[config.mk]
export PLATFORM = sky130hd
export DESIGN_NAME = smpc_top
export DESIGN_NICKNAME = d
export VERILOG_FILES = /design/src/smpc_pkg.sv /design/src/smpc_ctl_if.sv /design/src/smpc_top.sv /design/src/smpc_user_logic.sv
export SDC_FILE = /design/constraint.sdc
export NUM_CORES = 1
export LEC_CHECK = 0
export BUFFER_PORTS_ARGS = -buffer_cell sky130_fd_sc_hd__buf_2
export CAP_MARGIN = 15
export CORE_ASPECT_RATIO = 0.7
export CORE_MARGIN = 5
export CORE_UTILIZATION = 48
export CTS_CLUSTER_DIAMETER = 100
export DETAILED_ROUTE_END_ITERATION = 7
export GPL_ROUTABILITY_DRIVEN = 0
export PLACE_DENSITY = 0.72
export SYNTH_ARGS = -nofsm -noshare
export SYNTH_HDL_FRONTEND = slang
export SYNTH_SLANG_ARGS = --single-unit
export TNS_END_PERCENT = 100
[constraint.sdc]
create_clock -name ref_clk -period 1.5 [get_ports ref_clk]
set_input_delay 0.15 -clock ref_clk [delete_from_list [all_inputs] [get_ports ref_clk]]
set_output_delay 0.15 -clock ref_clk [all_outputs]
set_load 0.05 [all_outputs]
[src/smpc_pkg.sv]
package smpc_pkg;
    // delay fields and their least values, in clock cycles
    localparam int unsigned DELAY_W       = 6;
    localparam int unsigned DELAY_MAX     = 63;
    localparam int unsigned IO_OFF_MIN    = 1;
    localparam int unsigned CLOCK_OFF_MIN = 11;
    localparam int unsigned CLOCK_ON_MIN  = 1;
    localparam int unsigned IO_ON_MIN     = 40;

    // widths
    localparam int unsigned CLK_NET_N = 16;
    localparam int unsigned CNT_W     = 8;
    localparam int unsigned GPIO_N    = 4;

    // gating is spread over three cycles, low bits first
    localparam int unsigned GATE_STEPS  = 3;
    localparam int unsigned GATE_LIM_0  = 6;
    localparam int unsigned GATE_LIM_1  = 11;
    localparam int unsigned GATE_LIM_2  = 16;
    localparam logic [1:0]  STEP_FIRST  = 2'h0;
    localparam logic [1:0]  STEP_LAST   = 2'h2;

    typedef enum logic [2:0] {
        SMPC_AWAKE,
        SMPC_IO_OFF_WAIT,
        SMPC_CLK_OFF_WAIT,
        SMPC_CLK_GATE,
        SMPC_ASLEEP,
        SMPC_CLK_ON_WAIT,
        SMPC_CLK_UNGATE,
        SMPC_IO_ON_WAIT
    } smpc_state_e;
endpackage

[src/smpc_ctl_if.sv]
`timescale 1ns/1ps
`default_nettype none
interface smpc_ctl_if;
    logic run;
    logic take_enter;
    logic take_exit;
    logic io_en;
    modport ctl  (output run, output take_enter, output take_exit,
                  output io_en);
    modport user (input run, input take_enter, input take_exit,
                  input io_en);
endinterface
`default_nettype wire

[src/smpc_top.sv]
// Notes on behaviour
// - sleep status rises the moment entry into sleep begins.
// - sleep status falls only once the wake sequence has fully finished.
// - user logic is a free-running 8-bit counter shown on an output.
// - counter value is captured and held on entry into sleep.
// - counter value is captured into a separate output on exit.
// - counter frozen while asleep, so both captures match after a cycle.
// - the four demonstration outputs are released while asleep.
// - each clock network is gated by driving its enable low.
// - a state machine sequences clocks and I/O buffers down and up.
// - on sleep, wait, buffers off, wait, clocks off low first in three.
// - on wake, wait, clocks on low first, wait, buffers on.
// - four 6-bit delays, least values 1, 11, 1 and 40 cycles.
`timescale 1ns/1ps
`default_nettype none
module smpc_top
    import smpc_pkg::*;
#(
    parameter int unsigned IO_OFF_DELAY    = IO_OFF_MIN,
    parameter int unsigned CLOCK_OFF_DELAY = CLOCK_OFF_MIN,
    parameter int unsigned CLOCK_ON_DELAY  = CLOCK_ON_MIN,
    parameter int unsigned IO_ON_DELAY     = IO_ON_MIN
) (
    // clock and reset
    input  wire logic                 ref_clk,
    input  wire logic                 arst_n,
    // sleep request pin
    input  wire logic                 sleep_req,
    // power control
    output logic                      sleep_status,
    output logic [CLK_NET_N-1:0]      global_clock_network_en,
    output logic                      io_buffer_en,
    // demonstration user logic
    output logic [CNT_W-1:0]          cnt_value,
    output logic [CNT_W-1:0]          cnt_sleep_enter,
    output logic [CNT_W-1:0]          cnt_sleep_exit,
    output logic [GPIO_N-1:0]         gpio_out,
    output logic [GPIO_N-1:0]         gpio_oe
);
    // refuse delays below the least values or beyond the field
    if (IO_OFF_DELAY < IO_OFF_MIN || IO_OFF_DELAY > DELAY_MAX ||
        CLOCK_OFF_DELAY < CLOCK_OFF_MIN || CLOCK_OFF_DELAY > DELAY_MAX ||
        CLOCK_ON_DELAY < CLOCK_ON_MIN || CLOCK_ON_DELAY > DELAY_MAX ||
        IO_ON_DELAY < IO_ON_MIN || IO_ON_DELAY > DELAY_MAX) begin : g_chk
        $error("smpc_top: delay parameter out of range");
    end

    // groups must grow and the last step must cover every network
    if (GATE_LIM_0 >= GATE_LIM_1 || GATE_LIM_1 >= GATE_LIM_2 ||
        GATE_LIM_2 != CLK_NET_N) begin : g_chk_gate
        $error("smpc_top: gating groups do not cover the networks");
    end

    localparam logic [DELAY_W-1:0] IO_OFF_LOAD    = DELAY_W'(IO_OFF_DELAY - 1);
    localparam logic [DELAY_W-1:0] CLOCK_OFF_LOAD =
        DELAY_W'(CLOCK_OFF_DELAY - 1);
    localparam logic [DELAY_W-1:0] CLOCK_ON_LOAD  =
        DELAY_W'(CLOCK_ON_DELAY - 1);
    localparam logic [DELAY_W-1:0] IO_ON_LOAD     = DELAY_W'(IO_ON_DELAY - 1);

    // networks covered once a gating step is done, low bits first
    function automatic logic [CLK_NET_N-1:0] covered(input logic [1:0] step);
        logic [CLK_NET_N-1:0] m;
        m = '0;
        for (int unsigned i = 0; i < CLK_NET_N; i++) begin
            case (step)
                2'h0:    m[i] = (i < GATE_LIM_0);
                2'h1:    m[i] = (i < GATE_LIM_1);
                default: m[i] = (i < GATE_LIM_2);
            endcase
        end
        return m;
    endfunction

    // two-stage synchroniser for the request pin
    logic sleep_meta;
    logic sleep_sync;
    always_ff @(posedge ref_clk or negedge arst_n) begin
        if (!arst_n) begin
            sleep_meta <= 1'b0;
            sleep_sync <= 1'b0;
        end else begin
            sleep_meta <= sleep_req;
            sleep_sync <= sleep_meta;
        end
    end

    smpc_ctl_if ctl_if ();

    smpc_state_e          state;
    smpc_state_e          next_state;
    logic [DELAY_W-1:0]   timer;
    logic [DELAY_W-1:0]   next_timer;
    logic [1:0]           step;
    logic [1:0]           next_step;
    logic [CLK_NET_N-1:0] next_clk_en;
    logic                 next_io_en;
    logic                 next_status;
    logic                 run;
    logic                 next_run;
    logic                 take_enter;
    logic                 next_take_enter;
    logic                 take_exit;
    logic                 next_take_exit;

    always_comb begin
        next_state      = state;
        next_timer      = timer;
        next_step       = step;
        next_clk_en     = global_clock_network_en;
        next_io_en      = io_buffer_en;
        next_run        = run;
        next_take_enter = 1'b0;
        next_take_exit  = 1'b0;
        if (timer != '0) begin
            next_timer = timer - 6'h01;
        end
        case (state)
            SMPC_AWAKE: begin
                if (sleep_sync) begin
                    next_state = SMPC_IO_OFF_WAIT;
                    next_timer = IO_OFF_LOAD;
                end
            end
            SMPC_IO_OFF_WAIT: begin
                if (timer == '0) begin
                    next_io_en = 1'b0;
                    next_state = SMPC_CLK_OFF_WAIT;
                    next_timer = CLOCK_OFF_LOAD;
                end
            end
            SMPC_CLK_OFF_WAIT: begin
                if (timer == '0) begin
                    next_state      = SMPC_CLK_GATE;
                    next_step       = STEP_FIRST;
                    next_run        = 1'b0;
                    next_take_enter = 1'b1;
                end
            end
            SMPC_CLK_GATE: begin
                next_clk_en = ~covered(step);
                next_step   = step + 2'h1;
                if (step == STEP_LAST) begin
                    next_state = SMPC_ASLEEP;
                end
            end
            SMPC_ASLEEP: begin
                if (!sleep_sync) begin
                    next_state = SMPC_CLK_ON_WAIT;
                    next_timer = CLOCK_ON_LOAD;
                end
            end
            SMPC_CLK_ON_WAIT: begin
                if (timer == '0) begin
                    next_state = SMPC_CLK_UNGATE;
                    next_step  = STEP_FIRST;
                end
            end
            SMPC_CLK_UNGATE: begin
                next_clk_en = covered(step);
                next_step   = step + 2'h1;
                if (step == STEP_LAST) begin
                    next_state     = SMPC_IO_ON_WAIT;
                    next_timer     = IO_ON_LOAD;
                    next_run       = 1'b1;
                    next_take_exit = 1'b1;
                end
            end
            SMPC_IO_ON_WAIT: begin
                if (timer == '0) begin
                    next_io_en = 1'b1;
                    next_state = SMPC_AWAKE;
                end
            end
            default: begin
                next_state = SMPC_AWAKE;
            end
        endcase
        next_status = (next_state != SMPC_AWAKE);
    end

    always_ff @(posedge ref_clk or negedge arst_n) begin
        if (!arst_n) begin
            state                   <= SMPC_AWAKE;
            timer                   <= '0;
            step                    <= STEP_FIRST;
            global_clock_network_en <= '1;
            io_buffer_en            <= 1'b1;
            sleep_status            <= 1'b0;
            run                     <= 1'b1;
            take_enter              <= 1'b0;
            take_exit               <= 1'b0;
        end else begin
            state                   <= next_state;
            timer                   <= next_timer;
            step                    <= next_step;
            global_clock_network_en <= next_clk_en;
            io_buffer_en            <= next_io_en;
            sleep_status            <= next_status;
            run                     <= next_run;
            take_enter              <= next_take_enter;
            take_exit               <= next_take_exit;
        end
    end

    assign ctl_if.run        = run;
    assign ctl_if.take_enter = take_enter;
    assign ctl_if.take_exit  = take_exit;
    assign ctl_if.io_en      = io_buffer_en;

    smpc_user_logic u_user (
        .ref_clk         (ref_clk),
        .arst_n          (arst_n),
        .ctl             (ctl_if.user),
        .cnt_value       (cnt_value),
        .cnt_sleep_enter (cnt_sleep_enter),
        .cnt_sleep_exit  (cnt_sleep_exit),
        .gpio_out        (gpio_out),
        .gpio_oe         (gpio_oe)
    );
endmodule // smpc_top
`default_nettype wire

[src/smpc_user_logic.sv]
`timescale 1ns/1ps
`default_nettype none
module smpc_user_logic
    import smpc_pkg::*;
(
    // clock and reset
    input  wire logic              ref_clk,
    input  wire logic              arst_n,
    // control from the sequencer
    smpc_ctl_if.user               ctl,
    // demonstration outputs
    output logic [CNT_W-1:0]       cnt_value,
    output logic [CNT_W-1:0]       cnt_sleep_enter,
    output logic [CNT_W-1:0]       cnt_sleep_exit,
    output logic [GPIO_N-1:0]      gpio_out,
    output logic [GPIO_N-1:0]      gpio_oe
);
    logic [CNT_W-1:0]  next_cnt_value;
    logic [CNT_W-1:0]  next_cnt_sleep_enter;
    logic [CNT_W-1:0]  next_cnt_sleep_exit;
    logic [GPIO_N-1:0] next_gpio_out;

    always_comb begin
        next_cnt_value       = cnt_value;
        next_cnt_sleep_enter = cnt_sleep_enter;
        next_cnt_sleep_exit  = cnt_sleep_exit;
        if (ctl.run) begin
            next_cnt_value = cnt_value + 8'h01;
        end
        if (ctl.take_enter) begin
            next_cnt_sleep_enter = cnt_value;
        end
        if (ctl.take_exit) begin
            next_cnt_sleep_exit = cnt_value;
        end
        next_gpio_out = next_cnt_value[CNT_W-1 -: GPIO_N];
    end

    always_ff @(posedge ref_clk or negedge arst_n) begin
        if (!arst_n) begin
            cnt_value       <= '0;
            cnt_sleep_enter <= '0;
            cnt_sleep_exit  <= '0;
            gpio_out        <= '0;
        end else begin
            cnt_value       <= next_cnt_value;
            cnt_sleep_enter <= next_cnt_sleep_enter;
            cnt_sleep_exit  <= next_cnt_sleep_exit;
            gpio_out        <= next_gpio_out;
        end
    end

    // pads released while the buffers are off
    assign gpio_oe = {GPIO_N{ctl.io_en}};
endmodule // smpc_user_logic
`default_nettype wire
==> results of run 1 <==
-- per-stage QoR --
step                hold slack, ns  utilization
finish                       0.362        0.614
global route                 0.387        0.614
CTS                          0.361        0.601
detailed placement           0.145        0.566
global placement             0.146        0.566
floorplan                   -0.146            -
-- worst min path at each step --
| stage | startpoint | endpoint | slack [ns] | cells past startpoint |
|---|---|---|---|---|
| 2_1_floorplan | arst_n | ctl_if.take_enter | -0.15 | 0 |
| 3_3_place_gp | arst_n | u_user.cnt_sleep_enter[1] | 0.15 | 2 |
| 3_5_place_dp | arst_n | u_user.cnt_sleep_exit[1] | 0.15 | 2 |
| 4_1_cts | sleep_meta | sleep_sync | 0.36 | 0 |
| 5_1_grt | sleep_meta | sleep_sync | 0.39 | 0 |
| 6_report | sleep_meta | sleep_sync | 0.36 | 0 |
-- cell families (layout without fill, tap and decap cells) --
| group | count (synthesis) | count (layout) | share of synthesized area |
|---|---|---|---|
| xor gates and xnor gates | 11 | 11 | 0.0428 |
| buffers and inverters | 41 | 92 | 0.109 |
| adders and majority gates | 6 | 6 | 0.0333 |
| DFF | 45 | 45 | 0.503 |
| muxes | 20 | 20 | 0.0988 |
| and+or+nand+nor | 47 | 47 | 0.113 |
| AOI/OAI and AO/OA | 38 | 38 | 0.100 |
-- worst max-delay path, delay by kind of cell, from the launching register on --
kind / cells / cell delay [ns]
and+or+nand+nor: 2 / 0.35
AOI/OAI and AO/OA: 2 / 0.23
adders and majority gates: 2 / 0.28
buffers and inverters: 2 / 0.15
DFF: 1 / 0.40
-- layout make-up --
| cell class | count | area, um2 | area share |
|---|---|---|---|
| Sequential cell | 45 | 1130 | 0.417 |
| Multi-Input combinational cell | 122 | 923 | 0.339 |
| Timing Repair Buffer | 74 | 443 | 0.163 |
| Clock buffer | 5 | 68.8 | 0.0253 |
| Tap cell | 55 | 68.8 | 0.0253 |
| Clock inverter | 3 | 43.8 | 0.0161 |
| Inverter | 10 | 40.0 | 0.0147 |
-- per-layer routing --
metal	vias up	part of all wire	global-route usage
li1	791	-	-
met1	798	0.48	0.240
met2	41	0.45	0.206
met3	2	0.056	0.0334
met4	0	0.0061	0.0426
met5	-	0	0
-- where the power goes --
part | leakage [nW] | switching, mW | internal [mW]
combinational | 0.756 | 1.67 | 0.940
sequential | 0.575 | 0.328 | 1.48
clock | 0.0585 | 0.427 | 0.500
total | 1.39 | 2.42 | 2.92
-- timing repair --
| action | CTS | global route |
|---|---|---|
| resized for setup | 1 | 7 |
| hold endpoints to repair | 41 | 0 |
| hold buffers | 2 | 0 |
| pin swaps | 0 | 3 |
| endpoints found under the setup margin | 2 | 9 |
| buffers inserted | 2 | 4 |
-- flip-flops by register name, summed over array words and instances, names as in the netlist --
register and flops:
state 3, sleep_meta 1, step 2, io_buffer_en 1, timer 6, sleep_status 1, ctl_if.take_enter 1, u_user.cnt_sleep_enter 8
u_user.cnt_sleep_exit 8, sleep_sync 1, ctl_if.run 1, global_clock_network_en 3, u_user.cnt_value 8, ctl_if.take_exit 1
-- Yosys cell counts --
| library cell | number |
|---|---|
| dfrtp_1 | 40 |
| buf_4 | 21 |
| mux2_2 | 18 |
| a21oi_1 | 15 |
| nand2_1 | 13 |
| nor2_1 | 12 |
| inv_1 | 9 |
| o21ai_0 | 8 |
| xnor2_1 | 7 |
| ha_1 | 6 |
| buf_2 | 5 |
| dfstp_2 | 5 |
| clkbuf_1 | 4 |
| nand3_1 | 4 |
| nand4_1 | 4 |
| xor2_1 | 4 |
| nand2b_1 | 3 |
| o22ai_1 | 3 |
| mux2i_1 | 2 |
| nor3_1 | 2 |
| o21ai_1 | 2 |
| o22a_1 | 2 |
| a211o_1 | 1 |
| a211oi_1 | 1 |
| a21oi_2 | 1 |
| a31oi_1 | 1 |
| and2_1 | 1 |
| and3_1 | 1 |
| and4b_1 | 1 |
| buf_6 | 1 |
| inv_2 | 1 |
| nor2b_1 | 1 |
| nor2b_4 | 1 |
| nor3_2 | 1 |
| nor3_4 | 1 |
| nor4_2 | 1 |
| o211ai_1 | 1 |
| o21a_1 | 1 |
| o31ai_1 | 1 |
| o32a_1 | 1 |
| or3_1 | 1 |
==> results.toml, run 1 <==
[critical_path]
end_kind = "flop"
worst_r2r_endpoint = "timer[0]"
crit_path_cell_trace = "inv_2, ha_4, nor2b_4, and2_4, inv_4, ha_4, a31oi_1, o21ai_1"
r2r_cells = 8
timing.rr.start = "timer[0]"
cp_slowest_cell = "dfrtp_1"
path_class = "flop to flop"
cp-startpoint = "timer[0]"
cp_common_cell = "ha_4"
worstPathRequired_ns = 1.69
crit_path_start_kind = "flop"
endpoint = "timer[0]"
arrival_ns = 1.70
crit_path_max_incr_delay_ns = 0.40
reg2reg_slack_ns = -0.02
worst-path-max-fanout = 6

[cells_and_area]
fin_area_um2 = 2720
drive_gt1_frac = 0.459
final_common_cell = "buf_2"
area_growth_pct = 20.8
final_cell_mix = "buf_2, dfrtp_1, buf_4"
n_antenna_cell = 0
fill_cells = 359
finalNonFillerCells = 314
num-nets-final = 267

[floorplan]
io-pin-count = 53
rows = 20
core_area_um2 = 4430
die_h_um = 67.3
dieArea_um2 = 6190
die_w_um = 91.9
start_util = 0.509

[sta]
relSlewSlack = 0.731
max_slew.worst_pin.slew_ns = 0.403
tns_ns = -0.0171
setup_ws_ns = -0.0171
drv_slew = 0
setup_viol = 1
fin_crit_sh = 1.01
clock_skew_ns = 0.0145
fin_crit_ns = 1.52
rsz0062_at_grt = "true"
fmax_ghz = 0.659
finalHoldViolations = 0

[logic_synthesis]
ys_seq_area_frac = 0.502
ys_top_cells_by_area = "dfrtp_1, mux2_2, buf_4"
ys_ff_latch = 45
synth_cell_types = 41
synth_nets = 217
synth_top_area_share = 0.444
avgSynthCellArea_um2 = 10.8
postSynthCellCount = 208
syn-cell-area_um2 = 2250
synth_largest_area_cell = "dfrtp_1"
ys_warn_count = 0

[detailed_routing]
route.detailed.drc = 0
wl_um = 4730
drtIter0Drc = 99
drtPass1Iterations = 4
wl_per_cell_um = 15.1
via_per_inst = 5.20
dr_total_vias = 1632
antenna_left = 0

[clock_tree]
numCtsBuffers = 5
worstSkewPairLatency_ns = 0.30
h-tree-depth = 2
cts_root_buf = "clkbuf_8"
path_clk_slew_ns = 0.09
cts.sinks = 45
cts_tree = "yes"
cts_buffer_depth = 2

[pwr]
p_leak_nw = 1.39
powerDensity_nw_per_um2 = 1960
peakVddDrop_uv = 1020
fin_total_pwr_mw = 5.34

[global_routing]
grt_pass1_vias = 1409
grt_max_degree = 46
antenna_found_initial = 0
grt.total_usage = 0.152
grt_pass1_wl_um = 7430
grt-ovfl-total = 0

[place]
portBuffers = 52
dp.cells = 298
placed_area_um2 = 2510
pre_cts_ws_ns = -0.0137
dp_hpwl_um = 3280

[hold_path]
holdCritPathClass = "flop to flop"

[outcome]
status = "complete, but fails checks"
violations = "negative setup slack"

[flow_run]
drv_cap = 0
No activity file was read; power rests on OpenSTA's default activity.
==> run 2: changes to the inputs <==
--- a/config.mk
+++ b/config.mk
@@ -9,11 +9,11 @@
 export CAP_MARGIN = 15
 export CORE_ASPECT_RATIO = 0.7
 export CORE_MARGIN = 5
-export CORE_UTILIZATION = 48
+export CORE_UTILIZATION = 40
 export CTS_CLUSTER_DIAMETER = 100
 export DETAILED_ROUTE_END_ITERATION = 7
 export GPL_ROUTABILITY_DRIVEN = 0
-export PLACE_DENSITY = 0.72
+export PLACE_DENSITY = 0.62
 export SYNTH_ARGS = -nofsm -noshare
 export SYNTH_HDL_FRONTEND = slang
 export SYNTH_SLANG_ARGS = --single-unit
==> run 2 against run 1 <==
Compared with the run above:
- the flow still finishes with violations (negative setup slack)
- clock power down 19%
- sequential power is essentially flat
- register-to-register slack worse by 0.02 ns
- hold slack lost 0.015 ns
- power fell by 0.92%
- die area increased by 17%
- core utilization fell by 9.0 points
- fmax fell by 1.6%
- largest power group unchanged
==> results.toml, run 2 (synthesized netlist as in run 1, its figures left out) <==
[outcome]
status = "complete, but fails checks"
violations = "negative setup slack"

[pwr]
peakVddDrop_uv = 856
powerDensity_nw_per_um2 = 1890
p_leak_nw = 1.42

[global_routing]
grt-ovfl-total = 0
grt_pass1_wl_um = 8160
met1_usage = 0.221
grt_max_degree = 46
gr-usage-met2 = 0.197
grt_pass1_vias = 1575
grtUsageMet3 = 0.0334
grt.total_usage = 0.144
busiest_layer = "met1"
antenna_found_initial = 0

[clock_tree]
cts_tree = "yes"
path_clk_slew_ns = 0.09
h-tree-depth = 2
cts_buffer_depth = 2
cts_root_buf = "clkbuf_8"
worstSkewPairLatency_ns = 0.30
cts.sinks = 45
numCtsBuffers = 5

[critical_path]
timing.rr.start = "timer[0]"
worst_r2r_endpoint = "timer[0]"
crit_path_start_kind = "flop"
worst-path-max-fanout = 6
reg2reg_slack_ns = -0.04
cp-startpoint = "timer[0]"
end_kind = "flop"
arrival_ns = 1.73
endpoint = "timer[0]"
path_class = "flop to flop"
r2r_cells = 8
worstPathRequired_ns = 1.68

[place]
portBuffers = 52
placed_area_um2 = 2610
dp_hpwl_um = 3630
dp.cells = 325

[cells_and_area]
final_cell_mix = "buf_2, dfrtp_1, buf_4"
fill_cells = 482
reg_top3 = "u_user.cnt_sleep_enter (8), u_user.cnt_sleep_exit (8), u_user.cnt_value (8)"
fin_area_um2 = 2800
finalNonFillerCells = 342
area_growth_pct = 24.4
num-nets-final = 278
drive_gt1_frac = 0.478
n_antenna_cell = 0
final_common_cell = "buf_2"

[sta]
finalHoldViolations = 0
relSlewSlack = 0.726
setup_ws_ns = -0.0419
fmax_ghz = 0.649
tns_ns = -0.0419
setup_viol = 1
fin_crit_ns = 1.54
drv_slew = 0
fin_crit_sh = 1.03
clock_skew_ns = 0.00384
max_slew.worst_pin.slew_ns = 0.411
rsz0062_at_grt = "true"

[detailed_routing]
via_per_inst = 4.82
wl_um = 4990
wl_per_cell_um = 14.6
dr_total_vias = 1649
drtIter0Drc = 133
route.detailed.drc = 0
drtPass1Iterations = 4
antenna_left = 0

[floorplan]
die_h_um = 72.8
rows = 22
start_util = 0.422
die_w_um = 99.7
core_area_um2 = 5340
io-pin-count = 53
dieArea_um2 = 7260

[flow_run]
drv_cap = 0

[hold_path]
holdCritPathClass = "input port to async pin"
-- run 2: metal layers --
| metal | vias to the layer above | routed length [um] |
|---|---|---|
| li1 | 813 | - |
| met1 | 795 | 2580 |
| met2 | 34 | 2100 |
| met3 | 7 | 228 |
| met4 | 0 | 76 |
| met5 | - | 0 |
-- run 2: cell type report --
| type | instances | area [um2] | share of cell area |
|---|---|---|---|
| Clock inverter | 2 | 15.0 | 0.00536 |
| Tap cell | 72 | 90.1 | 0.0321 |
| Sequential cell | 45 | 1130 | 0.404 |
| Clock buffer | 6 | 72.6 | 0.0259 |
| Multi-Input combinational cell | 122 | 923 | 0.329 |
| Inverter | 10 | 42.5 | 0.0152 |
| Timing Repair Buffer | 85 | 526 | 0.187 |
-- run 2: worst min path at each step --
| stage | from | end | depth (start not counted) |
|---|---|---|---|
| 2_1_floorplan | arst_n | ctl_if.take_enter | 0 |
| 3_3_place_gp | arst_n | u_user.cnt_sleep_enter[4] | 2 |
| 3_5_place_dp | arst_n | u_user.cnt_sleep_enter[1] | 2 |
| 4_1_cts | sleep_meta | sleep_sync | 0 |
| 5_1_grt | sleep_meta | sleep_sync | 0 |
| 6_report | arst_n | u_user.cnt_sleep_enter[4] | 3 |
-- run 2: power by group --
part | leakage, nW | internal [mW] | total (mW) | switching [mW]
Sequential | 0.575 | 1.48 | 1.79 | 0.316
Clock | 0.0374 | 0.329 | 0.750 | 0.421
Combinational | 0.809 | 1.05 | 2.75 | 1.70
-- run 2: per-stage QoR --
step                      hold slack [ns]   util  setup slack [ns]  power [mW]
final                               0.347  0.525           -0.0419        5.29
after floorplan                    -0.146      -           0.00599        3.76
after global routing                0.361  0.525            -0.121        5.66
after CTS                           0.359  0.513           0.00601        5.17
after detailed placement            0.148  0.488          -0.00939        4.33
after global placement              0.150  0.488            0.0441        4.30
-- run 2: what timing repair did --
action,in CTS,in global routing
buffers inserted,3,4
cloned,0,0
resized for setup,1,8
setup endpoints to repair,2,10
hold buffers,2,0
pin swaps,0,4
endpoints found under the hold margin,41,0
-- run 2: critical path, stage by stage (launching register included) --
cell and delay [ns]:
dfrtp_1 0.40, inv_2 0.08, ha_4 0.13, nor2b_4 0.15
and2_4 0.22, inv_6 0.06, ha_4 0.15, a31oi_1 0.16
o21ai_1 0.08
==> run 3: changes to the inputs <==
--- a/config.mk
+++ b/config.mk
@@ -7,14 +7,17 @@
 export LEC_CHECK = 0
 export BUFFER_PORTS_ARGS = -buffer_cell sky130_fd_sc_hd__buf_2
 export CAP_MARGIN = 15
+export CELL_PAD_IN_SITES_DETAIL_PLACEMENT = 0
+export CELL_PAD_IN_SITES_GLOBAL_PLACEMENT = 2
 export CORE_ASPECT_RATIO = 0.7
 export CORE_MARGIN = 5
-export CORE_UTILIZATION = 40
+export CORE_UTILIZATION = 31
+export CTS_BUF_LIST = sky130_fd_sc_hd__clkbuf_8
 export CTS_CLUSTER_DIAMETER = 100
 export DETAILED_ROUTE_END_ITERATION = 7
 export GPL_ROUTABILITY_DRIVEN = 0
-export PLACE_DENSITY = 0.62
+export PLACE_DENSITY = 0.74
 export SYNTH_ARGS = -nofsm -noshare
 export SYNTH_HDL_FRONTEND = slang
 export SYNTH_SLANG_ARGS = --single-unit
-export TNS_END_PERCENT = 100
+export TNS_END_PERCENT = 20
==> run 3 against run 2 <==
Compared with the run above:
- the flow still finishes with violations (negative setup slack)
- clock-buffer cell count decreased by 1
- register-to-register slack is essentially flat
- critical path depth did not move
- sequential power about the same
- final cell count is 5.6% higher
- combinational power shrank 7.6%
- hold slack got worse by 0.025 ns
- sequential share of layout area is 0.47 points higher
- flip-flop and latch count did not move
- via count is 1.3% lower
- largest cell class unchanged
==> results.toml, run 3 (synthesized netlist as in run 1, its figures left out) <==
[outcome]
status = "complete, but fails checks"
violations = "negative setup slack"

[critical_path]
timing.rr.start = "timer[1]"
worst-path-max-fanout = 6
worstPathRequired_ns = 1.68
worst_r2r_endpoint = "timer[0]"
arrival_ns = 1.71
crit_path_start_kind = "flop"
r2r_cells = 8
reg2reg_slack_ns = -0.03
path_class = "flop to flop"
end_kind = "flop"

[cells_and_area]
final_util = 0.385
reg_top3 = "u_user.cnt_sleep_enter (8), u_user.cnt_sleep_exit (8), u_user.cnt_value (8)"
fin_area_um2 = 2770
n_antenna_cell = 0
final_common_cell = "buf_2"
drive_gt1_frac = 0.445
num-nets-final = 271
area_growth_pct = 22.8
final_cell_mix = "buf_2, dfrtp_1, buf_4"

[floorplan]
io-pin-count = 53
die_w_um = 112
dieArea_um2 = 9100
rows = 26
die_h_um = 81.3
core_area_um2 = 7190
start_util = 0.313

[clock_tree]
cts_buffer_depth = 2
cts_root_buf = "clkbuf_8"
h-tree-depth = 2
worstSkewPairLatency_ns = 0.30
cts_tree = "yes"
numCtsBuffers = 5
cts.sinks = 45
path_clk_slew_ns = 0.09

[global_routing]
grt_pass1_vias = 1554
grt_pass1_wl_um = 8310
antenna_found_initial = 0
grt.total_usage = 0.115
grt-ovfl-total = 0
grt_max_degree = 30

[place]
portBuffers = 52
dp_hpwl_um = 3690
placed_area_um2 = 2620

[sta]
setup_ws_ns = -0.0275
relSlewSlack = 0.709
rsz0062_at_grt = "true"
fin_crit_ns = 1.53
fin_crit_sh = 1.02
drv_slew = 0
setup_viol = 1
clock_skew_ns = 0.00953
tns_ns = -0.0275
max_slew.worst_pin.slew_ns = 0.437
fmax_ghz = 0.655
finalHoldViolations = 0

[pwr]
fin_total_pwr_mw = 5.22
clockPowerShare = 0.174
p_leak_nw = 1.41
switching_share = 0.446
peakVddDrop_uv = 827
power_frac_seq = 0.340
powerDensity_nw_per_um2 = 1890
p_sw_mw = 2.33
p_int_mw = 2.89
p_comb_frac = 0.487

[detailed_routing]
route.detailed.drc = 0
wl_um = 4990
drtPass1Iterations = 4
dr_total_vias = 1627
via_per_inst = 4.51
wl_per_cell_um = 13.8
antenna_left = 0
drtIter0Drc = 55

[flow_run]
drv_cap = 0

[hold_path]
holdCritPathClass = "input port to async pin"
-- run 3: cell types whose count changed in the layout (fill, tap and decap cells not counted), sizes merged --
cell and change:
clkinv +1, clkbuf -1, bufinv +1, inv +1
clkinvlp -2, buf -7
-- run 3: repair_timing --
action	in CTS	in global routing
hold buffers	2	0
setup buffers	0	3
endpoints found under the hold margin	13	0
pin swaps	0	2
resized for setup	1	0
endpoints found under the setup margin	3	9
-- run 3: worst max-delay path by stage --
stage | start | to | slack [ns]
after floorplan | timer[1] | timer[0] | 0.006
after global placement | timer[1] | sleep_status | -0.007
after detailed placement | timer[1] | sleep_status | -0.02
after CTS | timer[1] | timer[0] | -0.03
after global routing | timer[0] | timer[0] | -0.12
final | timer[1] | timer[0] | -0.03
-- run 3: layout make-up --
type | count | area, um2
Sequential cell | 45 | 1130
Clock buffer | 5 | 68.8
Fill cell | 711 | 4420
Clock inverter | 3 | 38.8
Timing Repair Buffer | 78 | 473
Tap cell | 98 | 123
Multi-Input combinational cell | 122 | 892
Inverter | 10 | 40.0
-- run 3: routing by layer --
metal  track usage  routed length [um]  share of wire  vias to the layer above
met2         0.169                2170           0.43                       19
met1         0.170                2630           0.53                      811
met3        0.0246                 153          0.031                        2
li1              -                   -              -                      795
met4        0.0292                  35         0.0070                        0
met5             0                   0              0                        -
-- run 3: power by group through the flow --
stage	Sequential [mW]	Combinational, mW	Clock, mW
global route	1.83	2.78	0.986
CTS	1.78	2.51	0.931
floorplan	2.06	1.70	0
finish	1.77	2.54	0.906
detailed placement	1.80	2.49	0
global placement	1.79	2.49	0
-- run 3: worst max-delay path, stage by stage, from the launching register on --
cell and delay (ns):
dfrtp_1 0.41, inv_2 0.09, ha_4 0.13, nor2b_4 0.14, and2_4 0.21, inv_4 0.06
ha_1 0.18, a31oi_1 0.13, o21ai_1 0.08
-- run 3: stage by stage --
step	hold slack [ns]	setup slack (ns)	std cells
2_1_floorplan	-0.146	0.00599	208
3_3_place_gp	0.112	-0.00714	348
3_5_place_dp	0.117	-0.0202	348
4_1_cts	0.341	-0.0317	358
5_1_grt	0.358	-0.119	361
6_report	0.322	-0.0275	361
